<file path="src/rtl/fblp_pkg.sv">
// Package with constants and carrier types for the flash block lock protection logic.
package fblp_pkg;
  localparam int unsigned fblp_default_blocks = 4;
  localparam logic fblp_lock_locked = 1'b0;
  localparam logic fblp_lock_unlocked = 1'b1;
  localparam logic fblp_override_off = 1'b0;

  // Command codes presented with a command strobe.
  typedef enum logic [2:0] {
    fblp_cmd_program = 3'h1,
    fblp_cmd_erase = 3'h2,
    fblp_cmd_lock_program = 3'h3,
    fblp_cmd_read_lock = 3'h4
  } fblp_cmd_t;

  // Events reported by the command sequencer.
  typedef struct packed {
    logic prog_done;
    logic erase_done;
    logic suspend_entered;
    logic seq_error;
  } fblp_seq_evt_t;

  // Software control writes that affect the override flag.
  typedef struct packed {
    logic rewrite_enable_wr;
    logic rewrite_enable_val;
    logic stop_wr;
    logic stop_val;
    logic seq_reset_wr;
    logic seq_reset_val;
  } fblp_ctl_wr_t;

  // State machine encoding, one-hot.
  typedef enum logic [2:0] {
    fblp_st_ready = 3'h1,
    fblp_st_busy = 3'h2,
    fblp_st_reject = 3'h4
  } fblp_state_t;
endpackage : fblp_pkg

</file>
<file path="src/rtl/fblp_lock_protect.sv">
// Per-block lock bit store and write/erase protection gate for program flash.
`timescale 1ns/10ps
// Notes on behaviour
// - One retained lock bit per program block.
// - Protection applies only while override is clear.
// - Locked blocks reject program and erase.
// - Lock program command clears lock bit.
// - Erasing a block sets its lock bit.
// - No command sets a lock bit alone.
// - Read lock status returns stored bit.
// - Override unlocks all, stored bits unchanged.
// - Clearing override resumes with retained bits.
// - Erase under override ignores lock bit.
// - Completed erase leaves lock bit at one.
// - Auto erase completion clears override.
// - Program or erase completion clears override.
// - Entering suspend clears override.
// - Sequence error clears override.
// - Leaving rewrite mode clears override.
// - Stopping flash clears override.
// - Sequence reset clears override.
module fblp_lock_protect #(
  parameter int unsigned blocks = fblp_pkg::fblp_default_blocks,
  parameter int unsigned blk_w = (blocks > 1) ? $clog2(blocks) : 1
) (
  input wire logic clock_in,
  input wire logic rst_n_in,
  input wire logic cmd_valid_in,
  input wire fblp_pkg::fblp_cmd_t cmd_in,
  input wire logic [blk_w-1:0] cmd_block_in,
  input wire logic override_wr_in,
  input wire logic override_val_in,
  input wire fblp_pkg::fblp_ctl_wr_t ctl_wr_in,
  input wire fblp_pkg::fblp_seq_evt_t seq_evt_in,
  input wire logic [blocks-1:0] lock_init_in,
  input wire logic lock_init_load_in,
  output logic lock_override_out,
  output logic flash_ready_flag_out,
  output logic op_start_out,
  output logic op_erase_out,
  output logic [blk_w-1:0] op_block_out,
  output logic op_rejected_out,
  output logic lock_status_valid_out,
  output logic lock_status_out,
  output logic [blocks-1:0] lock_bits_out
);
  import fblp_pkg::*;

  initial begin
    if (blocks < 1 || (1 << blk_w) < blocks) begin
      $error("fblp_lock_protect: block count and index width do not fit");
    end
  end

  ////////////////////////////////////////////////////////////////////////////
  // Lock bit store. The bits model nonvolatile cells, so they are not touched by
  // reset; the loader port restores the retained image after power-up.
  logic [blocks-1:0] lock_bits;
  logic [blocks-1:0] next_lock_bits;
  logic lock_override;
  fblp_state_t state;
  fblp_state_t next_state;
  logic busy_erase;
  logic [blk_w-1:0] busy_block;

  wire logic cmd_is_pe = cmd_valid_in && state == fblp_st_ready &&
    (cmd_in == fblp_cmd_program || cmd_in == fblp_cmd_erase);
  wire logic target_locked = lock_bits[cmd_block_in] == fblp_lock_locked;
  // Override bypasses the check without altering stored bits.
  wire logic protect_on = lock_override == fblp_override_off;
  wire logic cmd_refused = cmd_is_pe && protect_on && target_locked;
  wire logic cmd_accept = cmd_is_pe && !cmd_refused;
  wire logic op_done = seq_evt_in.prog_done || seq_evt_in.erase_done;
  wire logic lock_pgm = cmd_valid_in && state == fblp_st_ready &&
    cmd_in == fblp_cmd_lock_program;

  // Apart from an image load, only lock-program can lower a bit and only an erase can raise one.
  always_comb begin
    next_lock_bits = lock_bits;
    if (lock_pgm) begin
      next_lock_bits[cmd_block_in] = fblp_lock_locked;
    end
    if (state == fblp_st_busy && busy_erase && seq_evt_in.erase_done) begin
      next_lock_bits[busy_block] = fblp_lock_unlocked;
    end
  end

  always_ff @(posedge clock_in) begin
    if (lock_init_load_in) begin
      lock_bits <= lock_init_in;
    end else begin
      lock_bits <= next_lock_bits;
    end
  end

  ////////////////////////////////////////////////////////////////////////////
  // Override flag. Every automatic clear outranks a software set in the same
  // cycle, so a bypass never survives past the operation it was armed for.
  wire logic clr_done = state == fblp_st_busy && op_done;
  wire logic clr_susp = state == fblp_st_busy && seq_evt_in.suspend_entered;
  wire logic clr_err = seq_evt_in.seq_error;
  wire logic clr_rew = ctl_wr_in.rewrite_enable_wr && !ctl_wr_in.rewrite_enable_val;
  wire logic clr_stop = ctl_wr_in.stop_wr && ctl_wr_in.stop_val;
  wire logic clr_srst = ctl_wr_in.seq_reset_wr && ctl_wr_in.seq_reset_val;
  wire logic clr_any = clr_done || clr_susp || clr_err || clr_rew || clr_stop || clr_srst;
  wire logic next_lock_override = clr_any ? fblp_override_off :
    (override_wr_in ? override_val_in : lock_override);

  always_ff @(posedge clock_in or negedge rst_n_in) begin
    if (!rst_n_in) begin
      lock_override <= fblp_override_off;
    end else begin
      lock_override <= next_lock_override;
    end
  end

  ////////////////////////////////////////////////////////////////////////////
  // Ready/busy sequencing. A refused command spends one busy cycle so software
  // sees the usual busy-to-ready edge, but never reaches the array.
  wire logic abort = clr_err || clr_stop || clr_srst;

  always_comb begin
    next_state = state;
    unique case (state)
      fblp_st_ready: begin
        if (cmd_accept) begin
          next_state = fblp_st_busy;
        end else if (cmd_refused) begin
          next_state = fblp_st_reject;
        end
      end
      fblp_st_busy: begin
        if (op_done || seq_evt_in.suspend_entered || abort) begin
          next_state = fblp_st_ready;
        end
      end
      fblp_st_reject: begin
        next_state = fblp_st_ready;
      end
      default: begin
        next_state = fblp_st_ready;
      end
    endcase
  end

  always_ff @(posedge clock_in or negedge rst_n_in) begin
    if (!rst_n_in) begin
      state <= fblp_st_ready;
      busy_erase <= 1'b0;
      busy_block <= '0;
      op_start_out <= 1'b0;
      op_erase_out <= 1'b0;
      op_block_out <= '0;
      op_rejected_out <= 1'b0;
      lock_status_valid_out <= 1'b0;
      lock_status_out <= 1'b0;
    end else begin
      state <= next_state;
      op_start_out <= cmd_accept;
      op_rejected_out <= cmd_refused;
      lock_status_valid_out <= cmd_valid_in && state == fblp_st_ready &&
        cmd_in == fblp_cmd_read_lock;
      if (cmd_valid_in && state == fblp_st_ready && cmd_in == fblp_cmd_read_lock) begin
        lock_status_out <= lock_bits[cmd_block_in];
      end
      if (cmd_accept) begin
        busy_erase <= cmd_in == fblp_cmd_erase;
        busy_block <= cmd_block_in;
        op_erase_out <= cmd_in == fblp_cmd_erase;
        op_block_out <= cmd_block_in;
      end
    end
  end

  assign lock_override_out = lock_override;
  assign flash_ready_flag_out = state == fblp_st_ready;
  assign lock_bits_out = lock_bits;
endmodule : fblp_lock_protect

</file>
<file path="config.mk">
export PLATFORM = sky130hd
export DESIGN_NAME = fblp_lock_protect
export DESIGN_NICKNAME = d
export VERILOG_FILES = /design/src/rtl/fblp_pkg.sv /design/src/rtl/fblp_lock_protect.sv
export SDC_FILE = /design/constraint.sdc
export NUM_CORES = 1
export LEC_CHECK = 0
export BUFFER_PORTS_ARGS = -buffer_cell sky130_fd_sc_hd__buf_2
export CAP_MARGIN = 40
export CORE_MARGIN = 10
export CORE_UTILIZATION = 45
export DETAILED_ROUTE_END_ITERATION = 7
export GPL_ROUTABILITY_DRIVEN = 0
export PLACE_DENSITY = 0.79
export SYNTH_ARGS = -nofsm -noshare
export SYNTH_HDL_FRONTEND = slang
export SYNTH_SLANG_ARGS = --single-unit
</file>
<file path="constraint.sdc">
create_clock -name clock_in -period 3.9 [get_ports clock_in]
set_input_delay 0.78 -clock clock_in [delete_from_list [all_inputs] [get_ports clock_in]]
set_output_delay 0.78 -clock clock_in [all_outputs]
set_load 0.03 [all_outputs]
</file>
==> reports/metrics.csv <==
stage,metric,value,unit
outcome,status,"complete, no violations",
detailed_routing,dr_wl_met3,183,microns
clocking,cts_setup_buffers,0,
timing,setup_viol,0,
finish,areaGrowthSynthToFinish,30.7,%
synthesis,yosysWarnings,0,
setup_path,r2r_cells,3,
synthesis,synth_top_area_share,33.5,%
setup_path,crit_family,flip-flops,
floorplanning,io_pins,38,
global_routing,antenna_found_initial,0,
detailed_routing,drc_errors,0,
clocking,cts_hold_buf,0,
detailed_routing,wl_per_cell,16.9,microns
synthesis,synth-seq-cells,15,
clocking,clock-sinks,15,
timing,min_period_over_period,52.3,%
floorplanning,rows,14,
place,dp_hpwl,1770,microns
timing,slew_viol_final,0,
global_routing,grt_overflow_total,0,
synthesis,ys_seq_area_share,47.7,%
detailed_routing,vias,693,
pwr,vdd_ir_drop_max,251,uV
floorplanning,die-area,3690,sq um
detailed_routing,wirelength,2050,microns
setup_path,rrSetupSlack,2.24,ns
timing,layout_min_cycle_time,2.04,ns
floorplanning,core_area,1540,sq um
timing,rsz0062_at_grt,no,
detailed_routing,final_antenna_net_count,0,
finish,layout.nets,131,
detailed_routing,viasPerCell,5.73,
floorplanning,die_width,60.7,microns
clocking,cts_buffer_depth,2,
detailed_routing,topRoutingLayerUsed,met4,
synthesis,synthTopCellsByArea,"dfrtp_1, dfxtp_1, mux2_2",
place,io_buffers,37,
clocking,cts_root_buf,clkbuf_4,
synthesis,avgSynthCellArea,11.5,sq um
hold_path,hp-class,in -> async,
detailed_routing,m1WireLength,796,microns
setup_path,crit_arrival,1.26,ns
timing,max-slew-margin-rel,50.6,%
detailed_routing,dr.pass1.iters,4,
pwr,p_per_area,428,nW/um^2
clocking,clock_latency,0.28,ns
finish,drive_gt1_share,46.7,%
pwr,power,0.000417,W
setup_path,startpoint,state[0]$_DFFE_PN1P_,
floorplanning,start_util,48.5,%
clocking,tritoncts,yes,
run,maxCapViolCount,0,
pwr,leakagePower,0.484,nW
setup_path,crit_slowest_cell,dfstp_2,
setup_path,r2r-end,lock_status_out$_DFFE_PN0P_,
synthesis,yosysUniqueCellTypes,28,
setup_path,r2r-start,state[0]$_DFFE_PN1P_,
finish,n_antenna_cell,0,
clocking,path_clk_slew,0.09,ns
timing,finalClockSkew,0.0109,ns
clocking,cts_resized,0,
setup_path,path_buf_inv,1,
detailed_routing,dr_wl_met2,1040,microns
setup_path,cp-start-kind,flip-flop,
global_routing,grt_pass1_wl,3150,microns
timing,fmax,490,MHz
floorplanning,die_height,60.7,microns
synthesis,synth_nets,90,
global_routing,grt_usage,11.3,%
setup_path,required,3.12,ns
clocking,cts_max_level,1,
synthesis,synthCells,65,
setup_path,path_depth,2,
timing,tightest_slew,0.740,ns
timing,hold_viol_final,0,
synthesis,synth_top_area_cell,dfrtp_1,
setup_path,critPathCaptureType,primary output,
clocking,numCtsBuffers,3,
synthesis,netlist_area,747,sq um
setup_path,max_stage_delay,0.57,ns
setup_path,crit_type,reg -> out,
setup_path,cp_max_fo,5,
global_routing,grt_max_degree,12,
detailed_routing,drt-initial-drc-count,8,
global_routing,grt_pass1_vias,699,
setup_path,crit_end,flash_ready_flag_out,
finish,nFillCells,137,
timing,tns,0,ns
setup_path,crit_chain,"nor3b_1, buf_2",
==> cell usage in the layout (no fill, tap or decap), types with 4 or more instances in the layout <==
cell type  count
mux2_2         4
dfrtp_1       10
dfxtp_1        4
o211ai_1       4
buf_2         37
nand2_1        5
o41ai_1        4
inv_1          5
==> report_power, final <==
| part | total (W) | internal, W | leakage, nW | switching, W |
|---|---|---|---|---|
| combinational | 0.000132 | 0.0000515 | 0.290 | 0.0000801 |
| sequential | 0.000199 | 0.000176 | 0.177 | 0.0000228 |
| clock | 0.0000868 | 0.0000381 | 0.0177 | 0.0000488 |
==> worst reg2reg max path, stage by stage (launching register included) <==
cell and delay, ns:
dfstp_2 0.57, nand4bb_1 0.25, nor4_1 0.35, mux2_2 0.38
==> cell usage after synthesis <==
cell type / n
and3_1: 1
nor4_1: 1
nand2b_1: 1
nand2_1: 5
o41ai_1: 4
a21oi_1: 1
xor2_1: 1
o211ai_1: 4
nand4bb_1: 2
nand3b_1: 1
dfxtp_1: 4
nand3_1: 2
nand4_1: 1
a21o_1: 1
and4bb_2: 1
nand4b_1: 3
a221oi_1: 1
buf_1: 1
dfrtp_1: 10
mux2i_1: 1
mux2_2: 4
mux4_2: 1
nor3_1: 3
o2111ai_4: 1
dfstp_2: 1
inv_1: 5
and3b_1: 1
nor3b_1: 3
==> per-stage QoR <==
step                      instance area (sq um)  hold slack (ns)  setup slack, ns  instances  util, %
after floorplan                             747            0.479             1.85         65        -
after global placement                      948            0.502             1.68        117     61.5
after detailed placement                    948            0.500             1.64        117     61.5
after CTS                                   976            0.344             1.85        121     63.3
after global routing                        976            0.340             1.76        121     63.3
final                                       976            0.340             1.86        121     63.3
==> cells by family (layout without fill, tap and decap cells) <==
group | count (synthesis) | after routing | share of synthesized area [%]
muxes | 6 | 6 | 10.4
buffers and inverters | 6 | 46 | 3.01
AOI/OAI and AO/OA | 12 | 12 | 15.1
and+or+nand+nor | 25 | 25 | 22.6
DFF | 15 | 15 | 47.7
xor gates and xnor gates | 1 | 1 | 1.17
==> worst min path at each step <==
stage | endpoint | slack [ns] | startpoint | depth (start not counted)
global placement | state[0]$_DFFE_PN1P_ | 0.50 | state[2]$_DFFE_PN0P_ | 1
detailed placement | lock_bits_out[3]$_DFF_P_ | 0.50 | lock_bits_out[3]$_DFF_P_ | 2
CTS | op_rejected_out$_DFF_PN0_ | 0.34 | rst_n_in | 1
floorplan | busy_block[0]$_DFFE_PN0P_ | 0.48 | rst_n_in | 0
global route | lock_status_valid_out$_DFF_PN0_ | 0.34 | rst_n_in | 1
finish | op_rejected_out$_DFF_PN0_ | 0.34 | rst_n_in | 1
==> registers in the layout (all words and copies together), names as in the netlist <==
| signal | count |
|---|---|
| state | 3 |
| op_rejected_out | 1 |
| lock_status_out | 1 |
| lock_status_valid_out | 1 |
| lock_bits_out | 4 |
| busy_erase | 1 |
| busy_block | 2 |
| lock_override_out | 1 |
| op_start_out | 1 |
==> final cells by class <==
type / instances / area, sq um / share of cell area (%)
multi-input combinational: 44 / 368 / 37.7
sequential: 15 / 357 / 36.5
timing repair buffer: 37 / 185 / 19.0
clock buffer: 3 / 22.5 / 2.31
tap: 16 / 20.0 / 2.05
inverter: 5 / 18.8 / 1.92
clock inverter: 1 / 5.00 / 0.513
==> routing by layer <==
layer	vias to the layer above	global-route usage (%)
li1	338	-
met4	0	5.64
met1	326	12.3
met3	4	3.97
met5	-	0
met2	25	19.2
(Power assumes the default switching activity.)
